[src/hw/asp_pkg.sv]
// Contract
// [RL1] Format field two bits: 10 right-justified, 11 left-justified.
// [RL2] Format 00 is I2S: each MSB on second rising bit clock after word clock edge.
// [RL3] Format 01 is DSP: falling word clock starts frame, left then right, falling-edge valid.
// [RL4] Every format sends MSB first; word length field selects 16, 20, 24 or 32.
// [RL5] Word clock and bit clock are each master or slave independently.
// [RL6] Word clock marks frame start; shape selectable as pulse or square wave.
// [RL7] Word clock rate equals the higher of the ADC and DAC sample rates.
// [RL8] Master bit clock comes from a programmable divider.
// [RL9] Divider ratio is a seven-bit field covering 1 to 128.
// [RL10] First data bit is delayed from frame start by a programmed bit-clock offset.
// [RL11] A control bit inverts the data bit-clock polarity in every format.
// [RL12] Optional high-impedance data output during every bit clock without valid data.
// [RL13] Interface powered down while master puts all interface pins high-impedance.
// [RL14] Master clocks run only while a converter is powered, unless kept running. A master word clock on a slave bit clock keeps running regardless.
// [RL15] Right-justified: each LSB valid on rising edge just before its word clock edge.
// [RL16] Right-justified: host sets frame at least twice the word length.
// [RL17] Left-justified: each MSB valid on first rising edge after its word clock edge.
// [RL18] Left-justified: frame at least twice word length; offset leaves room for a word.
// [RL19] Two-bit field picks DAC input: left, right or average of both.
// [RL20] The mono ADC sample is sent in both left and right slots.
// [RL21] Received word goes to DAC once per frame; transmit word loaded before each frame.
package asp_pkg;
  localparam logic [7:0] ASP_OFS_CTRL = 8'h00;
  localparam logic [7:0] ASP_OFS_OFFSET = 8'h04;
  localparam logic [7:0] ASP_OFS_BDIV = 8'h08;
  localparam logic [7:0] ASP_OFS_DAC_LEN = 8'h0C;
  localparam logic [7:0] ASP_OFS_ADC_LEN = 8'h10;
  localparam logic [7:0] ASP_OFS_PWR = 8'h14;
  localparam logic [7:0] ASP_OFS_STATUS = 8'h18;
  localparam logic [7:0] ASP_OFS_RXDATA = 8'h1C;
  // Control register fields
  localparam int ASP_CTRL_FMT = 6;
  localparam int ASP_CTRL_WLEN = 4;
  localparam int ASP_CTRL_BCLK_MST = 3;
  localparam int ASP_CTRL_WCLK_MST = 2;
  localparam int ASP_CTRL_WCLK_PULSE = 1;
  localparam int ASP_CTRL_TRISTATE = 0;
  // Power register fields
  localparam int ASP_PWR_IFACE = 0;
  localparam int ASP_PWR_ADC = 1;
  localparam int ASP_PWR_DAC = 2;
  localparam int ASP_PWR_KEEP = 3;
  localparam int ASP_PWR_INV = 4;
  localparam int ASP_PWR_MONO = 5;
  // Reset values
  localparam logic [7:0] ASP_RST_CTRL = 8'h00;
  localparam logic [7:0] ASP_RST_OFFSET = 8'h00;
  localparam logic [6:0] ASP_RST_BDIV = 7'h01;
  localparam logic [8:0] ASP_RST_LEN = 9'h040;
  localparam logic [6:0] ASP_RST_PWR = 7'h00;
  typedef enum logic [1:0] {
    ASP_FMT_I2S = 2'h0,
    ASP_FMT_DSP = 2'h1,
    ASP_FMT_RJ = 2'h2,
    ASP_FMT_LJ = 2'h3
  } asp_fmt_t;
  typedef enum logic [1:0] {
    ASP_MONO_LEFT = 2'h0,
    ASP_MONO_RIGHT = 2'h1,
    ASP_MONO_AVG = 2'h2,
    ASP_MONO_AVG2 = 2'h3
  } asp_mono_t;
endpackage

[src/hw/asp_core.sv]
`timescale 1ns/1ps
`default_nettype none
module asp_core (
  input wire logic clk,
  input wire logic nrst,
  input wire logic psel,
  input wire logic penable,
  input wire logic pwrite,
  input wire logic [7:0] paddr,
  input wire logic [31:0] pwdata,
  output logic [31:0] prdata,
  output logic pready,
  output logic pslverr,
  input wire logic bclk_i,
  output logic bclk_o,
  output logic bclk_oe,
  input wire logic wclk_i,
  output logic wclk_o,
  output logic wclk_oe,
  input wire logic din,
  output logic dout_o,
  output logic dout_oe,
  input wire logic [31:0] adc_data,
  output logic [31:0] dac_data,
  output logic dac_valid
);
  import asp_pkg::*;

  typedef struct packed {
    logic [7:0] ctrl;
    logic [7:0] offset;
    logic [6:0] bdiv;
    logic [8:0] dac_len;
    logic [8:0] adc_len;
    logic [6:0] pwr;
    logic [2:0] bclk_sy;
    logic [1:0] wclk_sy;
    logic [1:0] din_sy;
    logic [8:0] pos;
    logic lvl;
    logic wclk_prev;
    logic wclk_out;
    logic dout;
    logic dout_act;
    logic [31:0] tx_word;
    logic [31:0] rx_sh;
    logic [31:0] rx_left;
    logic [31:0] dac_data;
    logic dac_valid;
    logic [15:0] frames;
    logic [31:0] prdata;
    logic pslverr;
  } asp_state_t;

  asp_state_t s;
  asp_state_t next_s;
  logic [1:0] rst_sync;
  logic rst_n;
  logic div_bclk;
  logic div_rise;
  logic div_fall;
  logic div_en;

  function automatic logic [6:0] asp_slot(input logic [1:0] fmt, input logic [9:0] p,
                                          input logic [9:0] off, input logic [9:0] wl,
                                          input logic [9:0] seg);
    logic [9:0] st;
    logic [9:0] rel;
    unique case (fmt)
      ASP_FMT_I2S: st = off + 10'h001; // [RL2]
      ASP_FMT_DSP: st = (p >= off + wl) ? off + wl : off; // [RL3]
      ASP_FMT_RJ: st = seg - wl + off; // [RL15]
      ASP_FMT_LJ: st = off; // [RL17]
    endcase
    rel = p - st;
    return {(p >= st) && (rel < wl), rel[5:0]}; // [RL10]
  endfunction

  // Release of the asynchronous reset is retimed onto clk
  always_ff @(posedge clk or negedge nrst) begin
    if (!nrst) begin
      rst_sync <= 2'h0;
    end else begin
      rst_sync <= {rst_sync[0], 1'b1};
    end
  end
  assign rst_n = rst_sync[1];

  logic [1:0] fmt;
  logic is_dsp;
  logic [9:0] wl;
  logic [9:0] off;
  logic [8:0] frame_len;
  logic [9:0] seg;
  logic iface_en;
  logic clocks_run;
  logic bclk_mst;
  logic wclk_mst;
  logic pin_rise;
  logic pin_fall;
  logic samp_e;
  logic launch_e;

  always_comb begin
    fmt = s.ctrl[ASP_CTRL_FMT +: 2]; // [RL1]
    is_dsp = (fmt == ASP_FMT_DSP);
    unique case (s.ctrl[ASP_CTRL_WLEN +: 2]) // [RL4]
      2'h0: wl = 10'h010;
      2'h1: wl = 10'h014;
      2'h2: wl = 10'h018;
      2'h3: wl = 10'h020;
    endcase
    off = {2'h0, s.offset};
    // Shorter frame wins: the faster of the two powered converters paces the word clock
    if (s.pwr[ASP_PWR_ADC] && !s.pwr[ASP_PWR_DAC]) begin // [RL7]
      frame_len = s.adc_len;
    end else if (s.pwr[ASP_PWR_DAC] && !s.pwr[ASP_PWR_ADC]) begin
      frame_len = s.dac_len;
    end else begin
      frame_len = (s.adc_len < s.dac_len) ? s.adc_len : s.dac_len;
    end
    seg = is_dsp ? {1'b0, frame_len} : {2'h0, frame_len[8:1]};
    iface_en = s.pwr[ASP_PWR_IFACE];
    clocks_run = iface_en && (s.pwr[ASP_PWR_ADC] || s.pwr[ASP_PWR_DAC]
                              || s.pwr[ASP_PWR_KEEP]); // [RL14]
    bclk_mst = s.ctrl[ASP_CTRL_BCLK_MST]; // [RL5]
    wclk_mst = s.ctrl[ASP_CTRL_WCLK_MST]; // [RL5]
    div_en = clocks_run && bclk_mst;
    if (bclk_mst) begin
      pin_rise = div_rise;
      pin_fall = div_fall;
    end else begin
      pin_rise = iface_en && s.bclk_sy[1] && !s.bclk_sy[2];
      pin_fall = iface_en && !s.bclk_sy[1] && s.bclk_sy[2];
    end
    // DSP samples on the falling pin edge; the invert bit swaps both edges
    samp_e = (is_dsp ^ s.pwr[ASP_PWR_INV]) ? pin_fall : pin_rise; // [RL11]
    launch_e = (is_dsp ^ s.pwr[ASP_PWR_INV]) ? pin_rise : pin_fall; // [RL11]
  end

  asp_bclk_div #(
    .DIV_W(7)
  ) u_div (
    .clk(clk),
    .rst_n(rst_n),
    .en(div_en),
    .ratio(s.bdiv),
    .bclk(div_bclk),
    .rise(div_rise),
    .fall(div_fall)
  );

  logic [9:0] p_cur;
  logic l_cur;
  logic [9:0] p_nxt;
  logic l_nxt;
  logic [6:0] slot;
  logic right;
  logic [31:0] word;
  logic [31:0] rx_new;
  logic [31:0] rx_al;
  logic [32:0] avg;
  logic w_in;
  logic setup;
  logic [7:0] a;

  always_comb begin
    next_s = s;
    p_cur = {1'b0, s.pos};
    l_cur = s.lvl;
    p_nxt = 10'h000;
    l_nxt = s.lvl;
    slot = 7'h00;
    right = 1'b0;
    word = s.tx_word;
    rx_new = 32'h0000_0000;
    rx_al = 32'h0000_0000;
    avg = 33'h0_0000_0000;
    w_in = s.wclk_sy[1];
    setup = psel && !penable;
    a = paddr;
    next_s.dac_valid = 1'b0;
    next_s.bclk_sy = {s.bclk_sy[1:0], bclk_i};
    next_s.wclk_sy = {s.wclk_sy[0], wclk_i};
    next_s.din_sy = {s.din_sy[0], din};

    if (!iface_en || (bclk_mst && !clocks_run)) begin
      next_s.pos = 9'h000;
      next_s.lvl = 1'b0;
      next_s.dout = 1'b0;
      next_s.dout_act = 1'b0;
      next_s.wclk_out = 1'b0;
    end else begin
      if (launch_e) begin
        if (p_cur + 10'h001 >= seg) begin
          p_nxt = 10'h000;
          l_nxt = !s.lvl;
        end else begin
          p_nxt = p_cur + 10'h001;
        end
        // Word taken at the first slot of each frame, so one sample fills both channels
        if (p_nxt == 10'h000 && (is_dsp || (l_nxt == (fmt == ASP_FMT_I2S ? 1'b0 : 1'b1)))) begin
          word = adc_data; // [RL21]
          next_s.tx_word = adc_data;
        end
        slot = asp_slot(fmt, p_nxt, off, wl, seg);
        next_s.pos = p_nxt[8:0];
        next_s.lvl = l_nxt;
        next_s.dout = slot[6] && word[5'd31 - slot[4:0]]; // [RL20] [RL4]
        next_s.dout_act = slot[6];
        if (s.ctrl[ASP_CTRL_WCLK_PULSE]) begin
          next_s.wclk_out = (p_nxt + 10'h001 == seg) && (is_dsp || l_nxt); // [RL6]
        end else begin
          next_s.wclk_out = is_dsp ? (p_nxt >= {1'b0, seg[9:1]}) : l_nxt; // [RL6]
        end
      end
      if (samp_e) begin
        if (!wclk_mst) begin
          next_s.wclk_prev = w_in;
          // Realign to the far party's word clock; DSP frames restart only on falling edge
          if (w_in != s.wclk_prev && (!is_dsp || !w_in)) begin
            p_cur = 10'h000;
            l_cur = w_in;
            next_s.pos = 9'h000;
            next_s.lvl = w_in;
          end
        end
        slot = asp_slot(fmt, p_cur, off, wl, seg);
        unique case (fmt)
          ASP_FMT_I2S: right = l_cur;
          ASP_FMT_DSP: right = (p_cur >= off + wl);
          ASP_FMT_RJ: right = !l_cur;
          ASP_FMT_LJ: right = !l_cur;
        endcase
        if (slot[6]) begin
          rx_new = {s.rx_sh[30:0], s.din_sy[1]}; // [RL4]
          next_s.rx_sh = rx_new;
          rx_al = rx_new << (6'd32 - wl[5:0]);
          if ({4'h0, slot[5:0]} == wl - 10'h001) begin
            if (!right) begin
              next_s.rx_left = rx_al;
            end else begin
              avg = {s.rx_left[31], s.rx_left} + {rx_al[31], rx_al};
              unique case (s.pwr[ASP_PWR_MONO +: 2]) // [RL19]
                ASP_MONO_LEFT: next_s.dac_data = s.rx_left;
                ASP_MONO_RIGHT: next_s.dac_data = rx_al;
                ASP_MONO_AVG, ASP_MONO_AVG2: next_s.dac_data = avg[32:1];
              endcase
              next_s.dac_valid = 1'b1; // [RL21]
              next_s.frames = s.frames + 16'h0001;
            end
          end
        end
      end
    end

    if (setup) begin
      next_s.pslverr = 1'b0;
      unique case (a)
        ASP_OFS_CTRL: next_s.prdata = {24'h000000, s.ctrl};
        ASP_OFS_OFFSET: next_s.prdata = {24'h000000, s.offset};
        ASP_OFS_BDIV: next_s.prdata = {25'h0000000, s.bdiv};
        ASP_OFS_DAC_LEN: next_s.prdata = {23'h000000, s.dac_len};
        ASP_OFS_ADC_LEN: next_s.prdata = {23'h000000, s.adc_len};
        ASP_OFS_PWR: next_s.prdata = {25'h0000000, s.pwr};
        ASP_OFS_STATUS: next_s.prdata = {s.frames, 13'h0000, clocks_run, s.lvl, s.wclk_out};
        ASP_OFS_RXDATA: next_s.prdata = s.dac_data;
        default: begin
          next_s.prdata = 32'h0000_0000;
          next_s.pslverr = 1'b1;
        end
      endcase
    end
    if (psel && penable && pwrite) begin
      unique case (a)
        ASP_OFS_CTRL: next_s.ctrl = pwdata[7:0];
        ASP_OFS_OFFSET: next_s.offset = pwdata[7:0]; // [RL10]
        ASP_OFS_BDIV: next_s.bdiv = pwdata[6:0]; // [RL9]
        ASP_OFS_DAC_LEN: next_s.dac_len = pwdata[8:0];
        ASP_OFS_ADC_LEN: next_s.adc_len = pwdata[8:0];
        ASP_OFS_PWR: next_s.pwr = pwdata[6:0];
        default: next_s.pslverr = s.pslverr;
      endcase
    end
  end

  always_ff @(posedge clk or negedge rst_n) begin
    if (!rst_n) begin
      s <= '0;
      s.ctrl <= ASP_RST_CTRL;
      s.offset <= ASP_RST_OFFSET;
      s.bdiv <= ASP_RST_BDIV;
      s.dac_len <= ASP_RST_LEN;
      s.adc_len <= ASP_RST_LEN;
      s.pwr <= ASP_RST_PWR;
    end else begin
      s <= next_s;
    end
  end

  // Powered-down interface floats every pin it could drive
  assign bclk_oe = iface_en && bclk_mst; // [RL13]
  assign wclk_oe = iface_en && wclk_mst; // [RL13]
  assign dout_oe = iface_en && (!s.ctrl[ASP_CTRL_TRISTATE] || s.dout_act); // [RL12] [RL13]
  assign bclk_o = div_bclk;
  assign wclk_o = s.wclk_out;
  assign dout_o = s.dout;
  assign dac_data = s.dac_data;
  assign dac_valid = s.dac_valid;
  assign prdata = s.prdata;
  assign pslverr = s.pslverr;
  assign pready = 1'b1;
endmodule
`default_nettype wire

[src/hw/asp_bclk_div.sv]
`timescale 1ns/1ps
`default_nettype none
module asp_bclk_div #(
  parameter int DIV_W = 7
) (
  input wire logic clk,
  input wire logic rst_n,
  input wire logic en,
  input wire logic [DIV_W-1:0] ratio,
  output logic bclk,
  output logic rise,
  output logic fall
);
  typedef struct packed {
    logic [DIV_W-1:0] cnt;
    logic bclk;
  } asp_div_t;
  asp_div_t s;
  asp_div_t next_s;
  logic tick;

  if (DIV_W < 1 || DIV_W > 16) begin : g_chk
    $error("asp_bclk_div: DIV_W out of range");
  end

  // Ratio 0 stands for the full 2**DIV_W; counter wraps naturally there
  assign tick = en && (s.cnt == ratio - {{(DIV_W-1){1'b0}}, 1'b1}); // [RL9]
  assign rise = tick && !s.bclk;
  assign fall = tick && s.bclk;
  assign bclk = s.bclk;

  always_comb begin
    next_s = s;
    if (!en) begin
      next_s.cnt = '0;
      next_s.bclk = 1'b0;
    end else if (tick) begin
      next_s.cnt = '0;
      next_s.bclk = !s.bclk; // [RL8]
    end else begin
      next_s.cnt = s.cnt + {{(DIV_W-1){1'b0}}, 1'b1};
    end
  end

  always_ff @(posedge clk or negedge rst_n) begin
    if (!rst_n) begin
      s <= '0;
    end else begin
      s <= next_s;
    end
  end
endmodule
`default_nettype wire

[config.mk]
export PLATFORM = sky130hd
export DESIGN_NAME = asp_core
export DESIGN_NICKNAME = d
export VERILOG_FILES = /design/src/hw/asp_pkg.sv /design/src/hw/asp_core.sv /design/src/hw/asp_bclk_div.sv
export SDC_FILE = /design/constraint.sdc
export NUM_CORES = 1
export LEC_CHECK = 0
export BUFFER_PORTS_ARGS = -buffer_cell sky130_fd_sc_hd__buf_2
export CORE_ASPECT_RATIO = 1.4
export CORE_MARGIN = 2
export CORE_UTILIZATION = 65
export CTS_CLUSTER_DIAMETER = 30
export DETAILED_ROUTE_END_ITERATION = 7
export PLACE_DENSITY = 0.86
export SYNTH_ARGS = -nofsm -noshare
export SYNTH_HDL_FRONTEND = slang
export SYNTH_SLANG_ARGS = --single-unit
[constraint.sdc]
create_clock -name clk -period 23.1 [get_ports clk]
set_input_delay 1.155 -clock clk [delete_from_list [all_inputs] [get_ports clk]]
set_output_delay 1.155 -clock clk [all_outputs]
set_load 0.02 [all_outputs]
==> metrics.md, run 1 <==
| Metric | Value |
|---|---|
| Relative slew slack | `roughly an eighth` |
| Detailed placer's ending HPWL | `between 30000 and 40000 µm` |
| Maximum vdd drop | `around 0.00009 V` |
| Final Util | `around 73%` |
| GRT Total Usage | `between 30% and 40%` |
| Die ar. | `30060 µm²` |
| Area Growth Syn to Fin | `10.60%` |
| Total negative slack | `0 ns` |
| CP arrival | `11.11 ns` |
| Worst Path Required | `between 20 and 25 ns` |
| Initial DRC Count | `~1300` |
| Die Ht | `204.3 µm` |
| Post-synth EDFFs | `0` |
| Status | `complete, no violations` |
| Ant diodes | `0` |
| Non-filler cells, final | `around 2400` |
| Antenna violations before repair | `0` |
| Slew of the pin with the lowest slew margin | `1.317 ns` |
| Slowest library cell on the worst path | `a21oi_1` |
| Total Power | `~1.3 mW` |
| Port buffer count | `128` |
| Final Cycle Share | `between 40% and 50%` |
| Post-CTS setup buffer count | `0` |
| Biggest fanout along the worst timing path | `17` |
| Via density | `between 6 and 7` |
| Most frequent CP cell | `a21o_1` |
| Crit start category | `flip-flop` |
| Final Max Tran Viols | `0` |
| Final antenna-violating net count | `0` |
| Drt pass-1 iters | `5` |
| CTS tree | `done` |
| Register area share after synthesis | `between 30% and 40%` |
| Final setup viols | `0` |
| CTS H-Tree Depth | `2` |
| GP Congestion | `0.9604` |
| LEAKAGE | `between 9 and 10 nW` |
| Synth async-reset ratio | `100.0%` |
| Hold crit path type | `reg -> reg` |
| CTS root buf | `clkbuf_16` |
| Placed cell area | `19030 µm²` |
| Design area | `just over 20000 µm²` |
| # clock sinks | `256` |
| Maximum Capacitance Violations | `0` |
| Met3 Track Usage GR | `under 10%` |
| Achievable Freq | `0.09413 GHz` |
| Largest stage delay on the critical path | `approximately 0.74 ns` |
| Share of layout cells above drive strength 1 | `between 10% and 20%` |
| Largest net degree at the start of global routing | `between 80 and 90` |
| Setup WS post-layout | `between 10 and 15 ns` |
| Mapped Avg Cell Area | `roughly 9.3 µm²` |
| Netlist cell types | `between 80 and 90` |
| Clock Skews | `about 0.036 ns` |
| Clock tree buffer depth | `3` |
| Place WS | `between 10 and 15 ns` |
| Cell Rows | `73` |
| Cell Area, Synth | `roughly 19000 µm²` |
| Post-CTS resize count | `0` |
| Post-DR wirelength/cell | `around 21 µm` |
| Pwr Density | `61.08 nW/µm²` |
| Via count | `around 16000` |
| CORE AREA | `28310 µm²` |
| Total gr overflow | `0` |
| Met2 Use GR | `between 60% and 70%` |
| Layout Nets | `roughly 2300` |
| First-pass GRT wire length | `approximately 81000 µm` |
| Total CTS buffers | `44` |
| Vias in the first global route | `15709` |
| Initial core utilization | `about 66%` |
| Die width | `~150 µm` |
| Later-pin clock latency in the skew report | `0.58 ns` |
| Final min period | `roughly 11 ns` |
| Count of final hold-check violations | `0` |
| Worst setup path class | `reg -> reg` |
| Critical Path Sink Type | `flip-flop` |
| Cell count after synthesis | `about 2000` |
| GR Util met1 | `roughly 38%` |
| Yosys reg bits | `roughly 260` |
| Placed Cells | `approximately 2400` |
| Clock Pin Slew Worst Setup and Hold Paths | `0.05 ns` |
| Worst Hold Margin | `0.3238 ns` |
| WL final | `between 50000 and 60000 µm` |
| RSZ-0062 raised after global routing | `false` |
| Hold buffer count at cts | `0` |
| Top Ports | `about 150` |
| Fill count | `1981` |
| Synth Flop Type | `dfrtp_1` |
| Synth Warn # | `0` |
| Top Usage Layer GRT | `met2` |
| DRC | `0` |
==> layout make-up <==
cell class	instances	area, µm²	share of cell area [%]
multi-input combinational	1498	11040	53.57
sequential	256	6416	31.13
clock buffer	51	1157	5.616
timing repair buffer	144	760.7	3.691
tap	375	469.2	2.277
clock inverter	30	419.2	2.034
inverter	92	345.3	1.676
==> synthesized netlist by cell type, types with 25 or more instances <==
cell      instances  area share, %
a21o_1           45            1.8
a21oi_1          96            2.6
a22oi_1          33            1.3
buf_4            65            2.6
clkbuf_1         58            1.2
dfrtp_1         253             34
ha_1            131            8.8
inv_1            91            1.8
mux2_2          125            7.6
mux2i_1          93            5.0
nand2_1         239            4.8
nand2b_1         25           0.84
nand3_1          45            1.2
nor2_1          124            2.5
nor2b_1          42            1.4
o21ai_0         119            3.2
xnor2_1          79            3.7
==> cell usage in the layout, fill, tap and decap left out, drive strengths merged, types with 33 or more instances in the layout <==
| master | synthesis | layout |
|---|---|---|
| o21ai | 123 | 123 |
| a21o | 45 | 45 |
| a21oi | 96 | 96 |
| a22oi | 33 | 33 |
| mux2i | 93 | 93 |
| ha | 131 | 131 |
| xnor2 | 79 | 79 |
| inv | 91 | 99 |
| mux2 | 126 | 126 |
| nor2 | 125 | 125 |
| dfrtp | 253 | 253 |
| nand2 | 241 | 241 |
| clkbuf | 58 | 51 |
| nor2b | 42 | 42 |
| buf | 94 | 144 |
| nand3 | 45 | 45 |
==> routing by layer <==
metal  up-vias  part of all wire [%]
li1       7112                     -
met1      7593                    36
met2       605                    52
met3       234                   5.0
met4         0                   6.9
met5         -                     0
==> sequential cells by signal (all words and copies together) (netlist names) <==
signal and count:
fmt 2, s 162, dac_valid 1, dout_o 1
iface_en 1, rst_sync 2, prdata 32, off 8
u_div.s 7, pslverr 1, u_div.bclk 1, bclk_mst 1
wclk_o 1, next_s 4, dac_data 32
==> worst paths after layout <==
check	slack, ns	end	depth (start not counted)	startpoint
max in group asynchronous	20.72	s[207]	2	rst_sync[1]
hold reg to reg	0.32	s[193]	0	next_s[193]
setup reg to reg	12.48	dout_o	43	s[219]
setup / recovery	12.48	dout_o	43	s[219]
min in group asynchronous	0.38	s[154]	0	rst_sync[1]
hold / removal	0.32	s[193]	0	next_s[193]
==> power by group <==
part	switching (mW)	total (mW)	internal (mW)
sequential	0.00725	0.462	0.454
combinational	0.0641	0.113	0.0491
clock	0.249	0.684	0.435
total	0.320	1.26	0.939
==> cell families (layout without fill, tap and decap cells) <==
family                   Yosys count  after routing  synth area share [%]
AO/OA/AOI/OAI                    423            423                 14.40
flip-flops                       256            256                 34.40
adder cells (fa/ha/maj)          139            139                 9.656
AND/OR/NAND/NOR                  586            586                 14.64
other                              2              3               0.04031
multiplexers                     243            243                 15.53
buffers and inverters            244            317                 6.366
XOR/XNOR                         104            104                 4.962
==> critical path: cells and delay by family (launching register included) <==
family,cells,cell delay [ns]
buffers and inverters,3,0.46
AOI/OAI and AO/OA,24,5.50
and+or+nand+nor,8,1.59
muxes,2,0.59
adders and majority gates,5,1.57
xor gates and xnor gates,1,0.36
DFF,1,0.45
(Power assumes the default switching activity.)
==> run 2: changes to the inputs <==
CORE_UTILIZATION = 62   (was 65)
PLACE_DENSITY = 0.82   (was 0.86)
clock period = 9.9 ns   (was 23.1 ns; I/O delays follow)
==> run 2 against run 1 <==
Compared with the run above:
- design area grew 0.67%
- global-route usage shrank 1.8 points
- die area grew 4.7%
- critical path type unchanged
- critical endpoint unchanged
- largest cell class unchanged
==> metrics.md, run 2 (synthesized netlist as in run 1, its figures left out) <==
| Metric | Value |
|---|---|
| Critical Path Sink Type | `flip-flop (unchanged)` |
| Relative slew slack | `16.30% (was 12.00%)` |
| Slew of the pin with the lowest slew margin | `1.255 ns (was 1.317 ns)` |
| Final antenna-violating net count | `0 (unchanged)` |
| Clock tree buffer depth | `3 (unchanged)` |
| RSZ-0062 raised after global routing | `false (unchanged)` |
| Place WS | `0.5364 ns (was 12.75 ns)` |
| Via count | `15467 (was 15544)` |
| Design area | `20750 µm² (was 20610 µm²)` |
| Sequential power share | `36.9% (was 36.7%)` |
| Ant diodes | `0 (unchanged)` |
| Comb power frac | `9.1% (was 9.0%)` |
| Via density | `6.249 (was 6.355)` |
| Clock Pin Slew Worst Setup and Hold Paths | `0.06 ns (was 0.05 ns)` |
| Most frequent CP cell | `a21o_1 (unchanged)` |
| Largest stage delay on the critical path | `0.41 ns (was 0.74 ns)` |
| Share of layout cells above drive strength 1 | `19.71% (was 18.88%)` |
| Status | `complete, no violations (unchanged)` |
| Clk pwr share | `54.0% (was 54.3%)` |
| Maximum vdd drop | `0.0001410 V (was 0.00008986 V)` |
| Worst Hold Margin | `0.04291 ns (was 0.3238 ns)` |
| Placed Cells | `2391 (was 2365)` |
| Final setup viols | `0 (unchanged)` |
| P_sw | `0.7734 mW (was 0.3201 mW)` |
| Total Power | `2.911 mW (was 1.259 mW)` |
| Clock Skews | `0.01262 ns (was 0.03574 ns)` |
| Slowest library cell on the worst path | `mux2i_1 (was a21oi_1)` |
| LEAKAGE | `9.984 nW (was 9.914 nW)` |
| Later-pin clock latency in the skew report | `0.56 ns (was 0.58 ns)` |
| Placed cell area | `19160 µm² (was 19030 µm²)` |
| Most frequent cells in the layout | `dfrtp_1, nand2_1, ha_1, buf_2, mux2_2 (unchanged)` |
| CTS root buf | `clkbuf_16 (unchanged)` |
| Area Growth Syn to Fin | `11.35% (was 10.60%)` |
| Setup WS post-layout | `0.6663 ns (was 12.48 ns)` |
| Max reg flops | `162 (unchanged)` |
| Final Cycle Share | `93.27% (was 45.99%)` |
| Die Ht | `209.1 µm (was 204.3 µm)` |
| Die width | `150.5 µm (was 147.1 µm)` |
| Pwr Density | `140.3 nW/µm² (was 61.08 nW/µm²)` |
| Top reg by flops | `s (unchanged)` |
| Achievable Freq | `0.1083 GHz (was 0.09413 GHz)` |
| Cell Rows | `75 (was 73)` |
| Post-CTS setup buffer count | `0 (unchanged)` |
| Top Ports | `153 (unchanged)` |
| Crit start category | `flip-flop (unchanged)` |
| Final min period | `9.234 ns (was 10.62 ns)` |
| Antenna violations before repair | `0 (unchanged)` |
| Post-DR wirelength/cell | `20.15 µm (was 20.63 µm)` |
| Internal | `2.138 mW (was 0.9388 mW)` |
| CP arrival | `9.71 ns (was 11.11 ns)` |
| CTS H-Tree Depth | `2 (unchanged)` |
| Total CTS buffers | `45 (was 44)` |
| Critical path buffers and inverters | `4 (was 3)` |
| Detailed placer's ending HPWL | `36110 µm (was 35790 µm)` |
| First-pass GRT wire length | `79980 µm (was 81250 µm)` |
| DRC | `0 (unchanged)` |
| Count of final hold-check violations | `0 (unchanged)` |
| Layout Nets | `2273 (was 2255)` |
| Total gr overflow | `0 (unchanged)` |
| Non-filler cells, final | `2475 (was 2446)` |
| CTS tree | `done (unchanged)` |
| Sw frac | `26.56% (was 25.42%)` |
| Hold crit path type | `in -> reg (was reg -> reg)` |
| Maximum Capacitance Violations | `0 (unchanged)` |
| Vias in the first global route | `15486 (was 15709)` |
| Final Util | `69.75% (was 72.78%)` |
| Initial core utilization | `62.64% (was 65.81%)` |
| Port buffer count | `128 (unchanged)` |
| GP Congestion | `0.9474 (was 0.9604)` |
| Biggest fanout along the worst timing path | `7 (was 17)` |
| Drt pass-1 iters | `7 (was 5)` |
| Final Max Tran Viols | `0 (unchanged)` |
| WL final | `49860 µm (was 50470 µm)` |
| Initial DRC Count | `1052 (was 1336)` |
| CP delay by family, top | `compound AO/OA/AOI/OAI gates (unchanged)` |
| Largest net degree at the start of global routing | `81 (was 83)` |
| Total negative slack | `0 ns (unchanged)` |
| # clock sinks | `256 (unchanged)` |
| GRT Total Usage | `32.01% (was 33.85%)` |
| Worst setup path class | `reg -> reg (unchanged)` |
| Worst Path Required | `10.38 ns (was 23.59 ns)` |
| CORE AREA | `29750 µm² (was 28310 µm²)` |
| Commonest non-fill, non-tap cell in the layout | `dfrtp_1 (unchanged)` |
| Die ar. | `31480 µm² (was 30060 µm²)` |
run 2: cell type report:
cell class / instances / area [µm²]
inverters: 92 / 345.3
multi-input cells: 1498 / 11050
flip-flops and latches: 256 / 6416
fillers: 2215 / 9000
clock buffers: 49 / 1161
well taps: 385 / 481.7
repair buffers: 161 / 890.9
clock inverters: 34 / 406.6
run 2: path summary, 6_finish.rpt:
check,start,endpoint,slack (ns),depth (start not counted)
worst min-delay path,din,next_s[193],0.04,1
worst max-delay path,s[219],dout_o,0.67,41
worst min register to register,rst_sync[1],s[154],0.33,0
worst max register to register,s[219],dout_o,0.67,41
min in group asynchronous,nrst,rst_sync[1],0.25,2
max in group asynchronous,rst_sync[1],s[204],7.47,2
run 2: power by group through the flow:
stage / combinational (mW) / clock, mW / sequential, mW
2_1_floorplan: 0.187 / 0 / 1.10
3_3_place_gp: 0.253 / 0 / 1.09
3_5_place_dp: 0.260 / 0 / 1.09
4_1_cts: 0.263 / 1.59 / 1.08
5_1_grt: 0.290 / 1.64 / 1.08
6_report: 0.264 / 1.57 / 1.08
run 2: what timing repair did:
action / 4_1_cts / 5_1_grt
endpoints found under the setup margin: 0 / 1
hold endpoints to repair: 2 / 0
hold buffers: 1 / 0
resized for setup: 0 / 2
run 2: routing by layer:
metal  vias up  global-route usage (%)  wire length [µm]
li1       7161                       -                 -
met1      7647                   36.42             18440
met2       486                   57.18             26310
met3       173                   3.734              2118
met4         0                   18.41              2992
met5         -                       0                 0
